--- config.mk ---
export PLATFORM = sky130hd
export DESIGN_NAME = spidb_top
export DESIGN_NICKNAME = d
export VERILOG_FILES = /design/src/spidb_sync.v /design/src/spidb_shift.v /design/src/spidb_top.v
export VERILOG_INCLUDE_DIRS = /design/src
export SDC_FILE = /design/constraint.sdc
export NUM_CORES = 1
export LEC_CHECK = 0
export ABC_AREA = 1
export BUFFER_PORTS_ARGS = -buffer_cell sky130_fd_sc_hd__buf_2
export CAP_MARGIN = 20
export CELL_PAD_IN_SITES_DETAIL_PLACEMENT = 1
export CELL_PAD_IN_SITES_GLOBAL_PLACEMENT = 2
export CORE_MARGIN = 2
export CORE_UTILIZATION = 25
export DETAILED_ROUTE_END_ITERATION = 8
export PLACE_DENSITY = 0.64
export SLEW_MARGIN = 20
export SYNTH_ARGS = -nofsm -noshare
export SYNTH_HDL_FRONTEND = slang
export SYNTH_SLANG_ARGS = --single-unit
--- constraint.sdc ---
create_clock -name CLK_SYS -period 4.1 [get_ports CLK_SYS]
set_clock_uncertainty 0.05 [all_clocks]
set_input_delay 0.41 -clock CLK_SYS [delete_from_list [all_inputs] [get_ports CLK_SYS]]
set_output_delay 0.41 -clock CLK_SYS [all_outputs]
set_load 0.01 [all_outputs]
--- src/spidb_map.vh ---
`ifndef SPIDB_MAP_VH
`define SPIDB_MAP_VH

// ----------------------------------------
// Register offsets
// ----------------------------------------
`define SPIDB_OFS_TX 8'h29
`define SPIDB_OFS_RX 8'h2A
`define SPIDB_OFS_CTRL 8'h2B
`define SPIDB_OFS_ISTAT 8'h2C
`define SPIDB_OFS_IMASK 8'h2D

// ----------------------------------------
// Control and status fields
// ----------------------------------------
`define SPIDB_CTRL_EN 0
`define SPIDB_CTRL_MST 1
`define SPIDB_CTRL_TXE 3
`define SPIDB_CTRL_RXF 4
`define SPIDB_CTRL_BUSY 5

// ----------------------------------------
// Interrupt fields
// ----------------------------------------
`define SPIDB_INT_TX 0
`define SPIDB_INT_RX 1
`define SPIDB_INT_OVR 2

// ----------------------------------------
// Reset values
// ----------------------------------------
`define SPIDB_RST_BYTE 8'h00
`define SPIDB_RST_INT 3'h0
`define SPIDB_RST_EN 1'b0
`define SPIDB_RST_MST 1'b0
`define SPIDB_RST_TXE 1'b1
`define SPIDB_RST_RXF 1'b0

// ----------------------------------------
// Timing
// ----------------------------------------
`define SPIDB_CLK_MHZ 20
`define SPIDB_HALF_NS 500
`define SPIDB_HALF_CYC ((`SPIDB_HALF_NS * `SPIDB_CLK_MHZ + 999) / 1000)
`define SPIDB_BITS 8

`endif

--- src/spidb_sync.v ---
// ----------------------------------------
// Three stage pin synchroniser
// ----------------------------------------
module spidb_sync #(
    parameter RST_VAL = 1'b0
) (
    input wire clk,
    input wire rstn,
    input wire din,
    output reg dout
);

reg s1;
reg s2;
reg s3;

always @(posedge clk or negedge rstn) begin
    if (!rstn) begin
        s1 <= RST_VAL;
        s2 <= RST_VAL;
        s3 <= RST_VAL;
        dout <= RST_VAL;
    end else begin
        s1 <= din;
        s2 <= s1;
        s3 <= s2;
        if (s2 == s3) begin
            dout <= s3;
        end
    end
end

endmodule // spidb_sync

--- src/spidb_shift.v ---
// ----------------------------------------
// Eight bit shifter, MSB first
// ----------------------------------------
module spidb_shift (
    input wire clk,
    input wire rstn,
    input wire load,
    input wire [7:0] din,
    input wire sample,
    input wire drive,
    input wire sin,
    output reg sout,
    output reg [7:0] data,
    output wire last,
    output reg done
);

reg [2:0] cnt;

assign last = (cnt == 3'h7);

always @(posedge clk or negedge rstn) begin
    if (!rstn) begin
        data <= 8'h00;
        sout <= 1'b0;
        cnt <= 3'h0;
        done <= 1'b0;
    end else begin
        done <= 1'b0;
        if (load) begin
            data <= din;
            sout <= din[7];
            cnt <= 3'h0;
        end else begin
            if (sample) begin
                data <= {data[6:0], sin};
                cnt <= cnt + 3'h1;
                done <= last;
            end
            if (drive) begin
                sout <= sample ? data[6] : data[7];
            end
        end
    end
end

endmodule // spidb_shift

--- src/spidb_top.v ---
// Chosen here: the plain strobed port.
`include "spidb_map.vh"

module spidb_top (
    input wire CLK_SYS,
    input wire RSTN,
    input wire [7:0] ADDR,
    input wire [7:0] WDATA,
    input wire WR,
    input wire RD,
    output wire [7:0] RDATA,
    output wire IRQ,
    input wire SCLK_I,
    output wire SCLK_O,
    output wire SCLK_OE_N,
    input wire MOSI_I,
    output wire MOSI_O,
    output wire MOSI_OE_N,
    input wire MISO_I,
    output wire MISO_O,
    output wire MISO_OE_N,
    input wire SS_N_I,
    output wire SS_N_O,
    output wire SS_N_OE_N
);

// ----------------------------------------
// Constants
// ----------------------------------------
localparam [31:0] HALF_CYC = `SPIDB_HALF_CYC;
localparam [1:0] M_IDLE = 2'h0;
localparam [1:0] M_LOW = 2'h1;
localparam [1:0] M_HIGH = 2'h2;
localparam [1:0] M_END = 2'h3;

// ----------------------------------------
// Declarations
// ----------------------------------------
reg ctrl_en;
reg ctrl_mst;
reg [7:0] tx_buf;
reg tx_empty;
reg [7:0] rx_buf;
reg rx_full;
reg [2:0] int_stat;
reg [2:0] int_mask;
reg [7:0] rdata;
reg [1:0] m_state;
reg [1:0] next_state;
reg [3:0] m_cnt;
reg sclk_out;
reg ss_out;
reg m_load;
reg m_sample;
reg p_sclk;
reg p_ss_n;
wire s_sclk;
wire s_mosi;
wire s_miso;
wire s_ss_n;
wire wr_tx;
wire wr_rx;
wire rd_rx;
wire wr_ctrl;
wire wr_istat;
wire wr_imask;
wire m_act;
wire s_act;
wire sel;
wire half_end;
wire s_load;
wire s_sample;
wire s_drive;
wire sh_load;
wire sh_sample;
wire sh_drive;
wire sh_sin;
wire sh_sout;
wire [7:0] sh_data;
wire sh_last;
wire sh_done;
wire busy;
wire ev_tx;
wire ev_rx;
wire ev_ovr;
wire [2:0] int_set;
wire [7:0] ctrl_view;

// ----------------------------------------
// Address decode
// ----------------------------------------
assign wr_tx = WR && (ADDR == `SPIDB_OFS_TX);
assign wr_rx = WR && (ADDR == `SPIDB_OFS_RX);
assign rd_rx = RD && (ADDR == `SPIDB_OFS_RX);
assign wr_ctrl = WR && (ADDR == `SPIDB_OFS_CTRL);
assign wr_istat = WR && (ADDR == `SPIDB_OFS_ISTAT);
assign wr_imask = WR && (ADDR == `SPIDB_OFS_IMASK);

// ----------------------------------------
// Pin synchronisers
// ----------------------------------------
spidb_sync #(
    .RST_VAL(1'b0)
) u_sync_sclk (
    .clk(CLK_SYS),
    .rstn(RSTN),
    .din(SCLK_I),
    .dout(s_sclk)
);

spidb_sync #(
    .RST_VAL(1'b0)
) u_sync_mosi (
    .clk(CLK_SYS),
    .rstn(RSTN),
    .din(MOSI_I),
    .dout(s_mosi)
);

spidb_sync #(
    .RST_VAL(1'b0)
) u_sync_miso (
    .clk(CLK_SYS),
    .rstn(RSTN),
    .din(MISO_I),
    .dout(s_miso)
);

spidb_sync #(
    .RST_VAL(1'b1)
) u_sync_ss (
    .clk(CLK_SYS),
    .rstn(RSTN),
    .din(SS_N_I),
    .dout(s_ss_n)
);

// ----------------------------------------
// Role selection
// ----------------------------------------
assign m_act = ctrl_en && ctrl_mst;
assign s_act = ctrl_en && !ctrl_mst;
assign sel = s_act && !s_ss_n;
assign busy = (m_state != M_IDLE) || sel;

// ----------------------------------------
// Master sequencer
// ----------------------------------------
assign half_end = (m_cnt == HALF_CYC[3:0] - 4'h1);

always @* begin
    next_state = m_state;
    m_load = 1'b0;
    m_sample = 1'b0;
    case (m_state)
        M_IDLE: begin
            if (m_act && !tx_empty) begin
                m_load = 1'b1;
                next_state = M_LOW;
            end
        end
        M_LOW: begin
            if (!m_act) begin
                next_state = M_IDLE;
            end else if (half_end) begin
                next_state = M_HIGH;
            end
        end
        M_HIGH: begin
            if (!m_act) begin
                next_state = M_IDLE;
            end else if (half_end) begin
                m_sample = 1'b1;
                next_state = sh_last ? M_END : M_LOW;
            end
        end
        M_END: begin
            if (!m_act) begin
                next_state = M_IDLE;
            end else if (half_end) begin
                if (!tx_empty) begin
                    m_load = 1'b1;
                    next_state = M_LOW;
                end else begin
                    next_state = M_IDLE;
                end
            end
        end
        default: begin
            next_state = M_IDLE;
        end
    endcase
end

always @(posedge CLK_SYS or negedge RSTN) begin
    if (!RSTN) begin
        m_state <= M_IDLE;
        m_cnt <= 4'h0;
        sclk_out <= 1'b0;
        ss_out <= 1'b1;
    end else begin
        m_state <= next_state;
        if ((m_state == M_IDLE) || half_end) begin
            m_cnt <= 4'h0;
        end else begin
            m_cnt <= m_cnt + 4'h1;
        end
        sclk_out <= (next_state == M_HIGH);
        ss_out <= (next_state == M_IDLE);
    end
end

// ----------------------------------------
// Slave edge detection
// ----------------------------------------
always @(posedge CLK_SYS or negedge RSTN) begin
    if (!RSTN) begin
        p_sclk <= 1'b0;
        p_ss_n <= 1'b1;
    end else begin
        p_sclk <= s_sclk;
        p_ss_n <= s_ss_n;
    end
end

assign s_load = (s_act && p_ss_n && !s_ss_n) || (sel && sh_done);
assign s_sample = sel && !p_sclk && s_sclk;
assign s_drive = sel && p_sclk && !s_sclk;

// ----------------------------------------
// Shifter
// ----------------------------------------
assign sh_load = m_load || s_load;
assign sh_sample = m_sample || s_sample;
assign sh_drive = m_sample || s_drive;
assign sh_sin = ctrl_mst ? s_miso : s_mosi;

spidb_shift u_shift (
    .clk(CLK_SYS),
    .rstn(RSTN),
    .load(sh_load),
    .din(tx_buf),
    .sample(sh_sample),
    .drive(sh_drive),
    .sin(sh_sin),
    .sout(sh_sout),
    .data(sh_data),
    .last(sh_last),
    .done(sh_done)
);

// ----------------------------------------
// Transmit buffer
// ----------------------------------------
always @(posedge CLK_SYS or negedge RSTN) begin
    if (!RSTN) begin
        tx_buf <= `SPIDB_RST_BYTE;
        tx_empty <= `SPIDB_RST_TXE;
    end else begin
        if (wr_tx) begin
            tx_buf <= WDATA;
            tx_empty <= 1'b0;
        end else if (sh_load) begin
            tx_empty <= 1'b1;
        end
    end
end

// ----------------------------------------
// Receive buffer
// ----------------------------------------
always @(posedge CLK_SYS or negedge RSTN) begin
    if (!RSTN) begin
        rx_buf <= `SPIDB_RST_BYTE;
        rx_full <= `SPIDB_RST_RXF;
    end else begin
        if (sh_done) begin
            rx_buf <= sh_data;
            rx_full <= 1'b1;
        end else if (rd_rx) begin
            rx_full <= 1'b0;
        end else if (wr_rx) begin
            rx_full <= 1'b0;
        end
    end
end

// ----------------------------------------
// Control register
// ----------------------------------------
always @(posedge CLK_SYS or negedge RSTN) begin
    if (!RSTN) begin
        ctrl_en <= `SPIDB_RST_EN;
        ctrl_mst <= `SPIDB_RST_MST;
    end else if (wr_ctrl) begin
        ctrl_en <= WDATA[`SPIDB_CTRL_EN];
        ctrl_mst <= WDATA[`SPIDB_CTRL_MST];
    end
end

assign ctrl_view = {2'h0, busy, rx_full, tx_empty, 1'b0, ctrl_mst, ctrl_en};

// ----------------------------------------
// Interrupts
// ----------------------------------------
assign ev_tx = sh_load && !tx_empty;
assign ev_rx = sh_done;
assign ev_ovr = sh_done && rx_full && !rd_rx && !wr_rx;
assign int_set = {ev_ovr, ev_rx, ev_tx};

always @(posedge CLK_SYS or negedge RSTN) begin
    if (!RSTN) begin
        int_stat <= `SPIDB_RST_INT;
        int_mask <= `SPIDB_RST_INT;
    end else begin
        if (wr_istat) begin
            int_stat <= (int_stat & ~WDATA[2:0]) | int_set;
        end else begin
            int_stat <= int_stat | int_set;
        end
        if (wr_imask) begin
            int_mask <= WDATA[2:0];
        end
    end
end

assign IRQ = |(int_stat & int_mask);

// ----------------------------------------
// Read data
// ----------------------------------------
always @(posedge CLK_SYS or negedge RSTN) begin
    if (!RSTN) begin
        rdata <= 8'h00;
    end else if (RD) begin
        case (ADDR)
            `SPIDB_OFS_RX: rdata <= rx_buf;
            `SPIDB_OFS_CTRL: rdata <= ctrl_view;
            `SPIDB_OFS_ISTAT: rdata <= {5'h00, int_stat};
            `SPIDB_OFS_IMASK: rdata <= {5'h00, int_mask};
            default: rdata <= 8'h00;
        endcase
    end else begin
        rdata <= 8'h00;
    end
end

assign RDATA = rdata;

// ----------------------------------------
// Pin drivers
// ----------------------------------------
assign SCLK_O = sclk_out;
assign SCLK_OE_N = !m_act;
assign MOSI_O = sh_sout;
assign MOSI_OE_N = !m_act;
assign MISO_O = sh_sout;
assign MISO_OE_N = !sel;
assign SS_N_O = ss_out;
assign SS_N_OE_N = !m_act;

endmodule // spidb_top

======== Yosys cells after proc, flatten, opt, wreduce, memory -nomap -nowiden ========
Index checks and enable logic that the tools add are counted.
word-level totals
  flip-flop bits (word level) ............. 73
  bits of input ports ..................... 24
operators by class
  add/subtract/negate cells ............... 2
  equality and inequality tests ........... 15
  mux-type cells .......................... 37
  bitwise operators ....................... 5
  reduce and logical (&&, ||, !) cells .... 44
operators with widths
  operator             count
  $eq 8x6->1 const B   5
  $pmux 8 s4           1
  $mux 8               3
  $logic_and 1x1->1    21
  $mux 1               19
  $mux 2               8
  $logic_not 1->1      9
  $mux 3               3
  $pmux 2 s4           1
  $reduce_bool 2->1    4
  $and 3x3->3          2
  $eq 2x2->1 const B   3
  $logic_or 1x1->1     6
  $or 3x3->3           2
  $add 4x1->4 const B  1
  $eq 1x1->1           4
  $eq 4x4->1 const B   1
  $logic_not 2->1      2
  $mux 4               1
  $add 3x1->3 const B  1
  $eq 3x3->1 const B   1
  $not 3->3            1
  $reduce_bool 3->1    1
  $reduce_or 3->1      1
  other kinds (2)      2

======== Logic depth before layout (Yosys ltp) ========
  word-level depth ........................ 9
  mapped depth ............................ 10
  gate-level depth less buffers ........... 10

======== By module ========
Synthesis repeated with hierarchy kept, for this count alone.
unflattened totals
  cell total of the unflattened synthesis .. 356
  area, all modules ....................... 3268.1 um2
modules (own cells, without submodules)
  module                        times used  cells an instance  area each (um2)  sequential area each (um2)
  spidb_top                     1           261                2220.9           1104.8
  spidb_shift                   1           63                 576.8            325.3
  spidb_sync (u_sync_miso ...)  3           8                  116.4            100.1
  spidb_sync (u_sync_ss)        1           8                  121.4            105.1

======== Least setup slack after synthesis ========
OpenSTA, ideal clock, no wires.
  path kind ............................... register to register
  start point ............................. register m_cnt[0]
  end point ............................... register u_shift.data[0]
  data arrival time ....................... 1.390 ns
  required time ........................... 3.982 ns
  path slack .............................. 2.592 ns
  cell stages (with the launch flop) ...... 9
  path buffers ............................ 0
  clock period less this slack ............ 1.508 ns
  cells stage by stage .................... dfrtp_1 ha_1 nand2_1 nor2_1 nor2_1 o21ai_2 nor2_1 nand2_1 nand3_1
on the way
  cells in the longest elaborated chain, start to end .. 6
  elaborated cells on any way between the ends .. 11
  those cells by class .................... eq/ne (1); mux (7); reduce/logical (3)
RTL lines
  what                                                RTL line                          text
  start: declaration                                  spidb_top.v:50                    reg [3:0] m_cnt;
  start signal: assignment                            spidb_top.v:206                   m_cnt <= m_cnt + 4'h1;
  $eq 4x4->1 (*)                                      spidb_top.v:149                   assign half_end = (m_cnt == HALF_CYC[3:0] - 4'h1);
  $mux 1, on equally long branches                    spidb_top.v:180, spidb_top.v:172
  $mux 1, on equally long branches                    spidb_top.v:178, spidb_top.v:170
  $pmux 1 s2 / $mux 1 (equally long branches)         spidb_top.v:155                   case (m_state)
  $logic_or 1x1->1, on equally long branches          spidb_top.v:233, spidb_top.v:234
  $mux 8 / $reduce_bool 2->1 (equally long branches)  --
  end signal: assignment                              spidb_shift.v:31                  data <= din;
  end signal: assignment                              spidb_shift.v:36                  data <= {data[6:0], sin};
  end: declaration                                    spidb_shift.v:13                  output reg [7:0] data,
Every way passes the cells marked *; elsewhere a longest branch is shown, timed or not.
A chain may end at the register's enable or synchronous reset.

======== Worst setup path after layout ========
  start point ............................. register m_cnt[1]
  end point ............................... register u_shift.data[1]
Same word-level chain as after synthesis.

==> qor.csv <==
stage,metric,value,unit
sta,drv_slew,0,
sta,rsz0062_at_grt,no,
critical_path,start_kind,flip-flop,
routing,routed-wl-met3,347,um
sta,finalCritPeriodShare,52.59,%
sta,final-hold-violation-count,0,
global_route,grt_pass1_vias,2551,
routing,wl_met2,3.233,mm
critical_path,critPathKind,reg -> reg,
place,port_buffers,40,
global_route,grt_first_pass_wirelength,12.76,mm
run,drv_cap,0,
floorplan,die_h,116.4,um
global_route,grt-ovfl-total,0,
finish,area_growth,19.68,%
sta,worst_pin_slew,722.6,ps
routing,top_layer,met4,
routing,drc_errors,0,
global_route,grt_use_total,12.56,%
cts,cts.sinks,73,
place,dp_hpwl,5.475,mm
yosys,synth_cell_types,29,
critical_path,cp.arrival,2320,ps
finish,layout-drive-gt1-share,18.88,%
routing,viasPerCell,4.181,
global_route,antenna_found_initial,0,
sta,holdWs,75.14,ps
yosys,syn_nets,375,
yosys,syn_inst,343,
status,outcome,completed,
finish,diodes,0,
floorplan,start_util,25.34,%
cts,clock_tree.buffer_depth,2,
power,p_total,0.001800,W
critical_path,crit_path_max_fanout,13,
cts,cts_resized,0,
finish,fin_area,3781,sq um
yosys,ys.warnings.count,0,
cts,cts_setup_buffers,0,
sta,max_freq,0.4637,GHz
critical_path,cp-end-kind,flip-flop,
global_route,grt_max_degree,32,
floorplan,io_pins,41,
sta,slew-limit-headroom,51.83,%
routing,dr.first_iter.drc_count,78,
place,place_area,3518,sq um
place,pre_cts_ws,1910,ps
sta,fin_ws,1944,ps
routing,vias,2358,
cts,cts_inserted_buffers,9,
yosys,syn_avg_cell_area,9.211,sq um
worst_hold_path,hold_class,in -> async,
yosys,ys_ff_latch,73,
cts,cts.clk_slew.worst_paths,50,ps
cts,cts_max_level,3,
routing,drt_wl_total,7.300,mm
yosys,yosys-top-cells-area,"dfrtp_1, nand2_1, dfstp_2",
floorplan,die_area,13550,sq um
yosys,yosysTopAreaCellShare,52.28,%
cts,tritoncts,built,
floorplan,rows,41,
routing,wl_per_cell,12.94,um
yosys,synthesis.area,3159,sq um
floorplan,dieWidth,116.4,um
cts,clockRootBuffer,clkbuf_16,
cts,hold_buffers,0,
sta,period_needed,2156,ps
floorplan,core_area,12470,sq um
power,power.density,476.0,nW/um^2
sta,fin_setup_tns,0,ps
critical_path,required,4260,ps
sta,setup_viol,0,
routing,ant_nets,0,
routing,dr.pass1.iters,5,
finish,fillCellCount,1473,
cts,insertion_delay,330,ps
routing,wl_met1,3.619,mm
place,place_congestion,0.7860,
yosys,yosys.area.top_type,dfrtp_1,
finish,final_nets,419,
power,ir_drop,0.0001869,V
yosys,ys_seq_area_share,58.10,%
power,leakage,1.821,nW
==> metrics by stage <==
stage          utilization [%]  std cells
2_1_floorplan                -        343
3_3_place_gp             28.22        548
3_5_place_dp             28.22        548
4_1_cts                  30.33        564
5_1_grt                  30.33        564
6_report                 30.33        564
==> synthesized netlist by cell type <==
cell type / instances
nor2_2: 2
nor2_4: 2
xor2_1: 1
o21ai_1: 6
a21oi_1: 8
buf_4: 4
o21ai_2: 1
o211ai_1: 1
nand4_2: 1
maj3_1: 4
dfstp_2: 7
o21a_1: 1
o21ai_0: 25
nand4_1: 1
nor2_1: 35
xnor2_1: 1
nand3b_1: 1
clkbuf_1: 2
inv_1: 38
buf_6: 3
and2_1: 1
nor3_2: 2
nand2_2: 5
ha_1: 8
dfrtp_1: 66
nor3_1: 3
nand3_1: 32
inv_2: 1
nand2_1: 81
==> power by group <==
group          switching (W)  leakage, nW  internal (W)
logic               0.000153        0.769     0.0000942
registers          0.0000506        0.924      0.000795
clock network       0.000281        0.128      0.000426
==> state kept, by name, summed over array words and instances (netlist names), 2 cells and up <==
signal	count
int_stat	3
rx_buf	8
m_cnt	4
RDATA	8
tx_buf	8
u_shift.data	8
m_state	2
u_shift.cnt	3
int_mask	3
==> cell families after synthesis <==
logic type / count (synthesis) / share of synthesized area, %
buf+inv: 48 / 6.891
xor+xnor: 2 / 0.5546
simple gates: 166 / 23.09
compound gates: 42 / 6.931
fa+ha+maj: 12 / 4.436
flops: 73 / 58.10
==> path summary, 6_finish.rpt <==
kind	cells after the start	endpoint	from	slack, ps
hold reg to reg	0	u_sync_sclk.s2$_DFF_PN0_	u_sync_sclk.s1$_DFF_PN0_	300
setup reg to reg	9	u_shift.data[1]$_DFFE_PN0P_	m_cnt[1]$_DFF_PN0_	1940
max in group asynchronous	2	SS_N_O$_DFF_PN1_	RSTN	3110
min in group CLK_SYS	1	u_sync_ss.s1$_DFF_PN1_	SS_N_I	120
setup / recovery	9	u_shift.data[1]$_DFFE_PN0P_	m_cnt[1]$_DFF_PN0_	1940
hold / removal	1	u_sync_sclk.s1$_DFF_PN0_	RSTN	80
==> worst max-delay path, cell delays in order, from the launching register on <==
cell and delay, ps:
dfrtp_1 390, inv_1 70, ha_1 170, nand2_1 60, nor2_1 250, nor2_1 130, o21ai_2 490, nor2_1 250
nand2_1 110, nand3_1 70
==> cell type report <==
class / count / area [sq um] / area share [%]
sequential: 73 / 1836 / 48.54
clock inverter: 1 / 5.005 / 0.1324
inverter: 39 / 146.4 / 3.872
tap: 172 / 215.2 / 5.692
timing repair buffer: 42 / 215.2 / 5.692
multi-input combinational: 222 / 1106 / 29.25
clock buffer: 15 / 257.7 / 6.817
==> placed cells by master (no fill, tap or decap), types with 6 or more instances in the layout <==
cell / instances
nand3_1: 32
dfstp_2: 7
o21ai_0: 25
ha_1: 8
nor2_1: 35
o21ai_1: 6
a21oi_1: 8
clkbuf_16: 9
buf_2: 40
inv_1: 38
dfrtp_1: 66
nand2_1: 81
==> routing by layer <==
metal	vias to the layer above	global-route usage [%]
li1	1175	-
met1	1130	16.72
met5	-	0
met4	0	5.000
met2	45	18.64
met3	8	4.515
No activity file was read; power rests on OpenSTA's default activity.
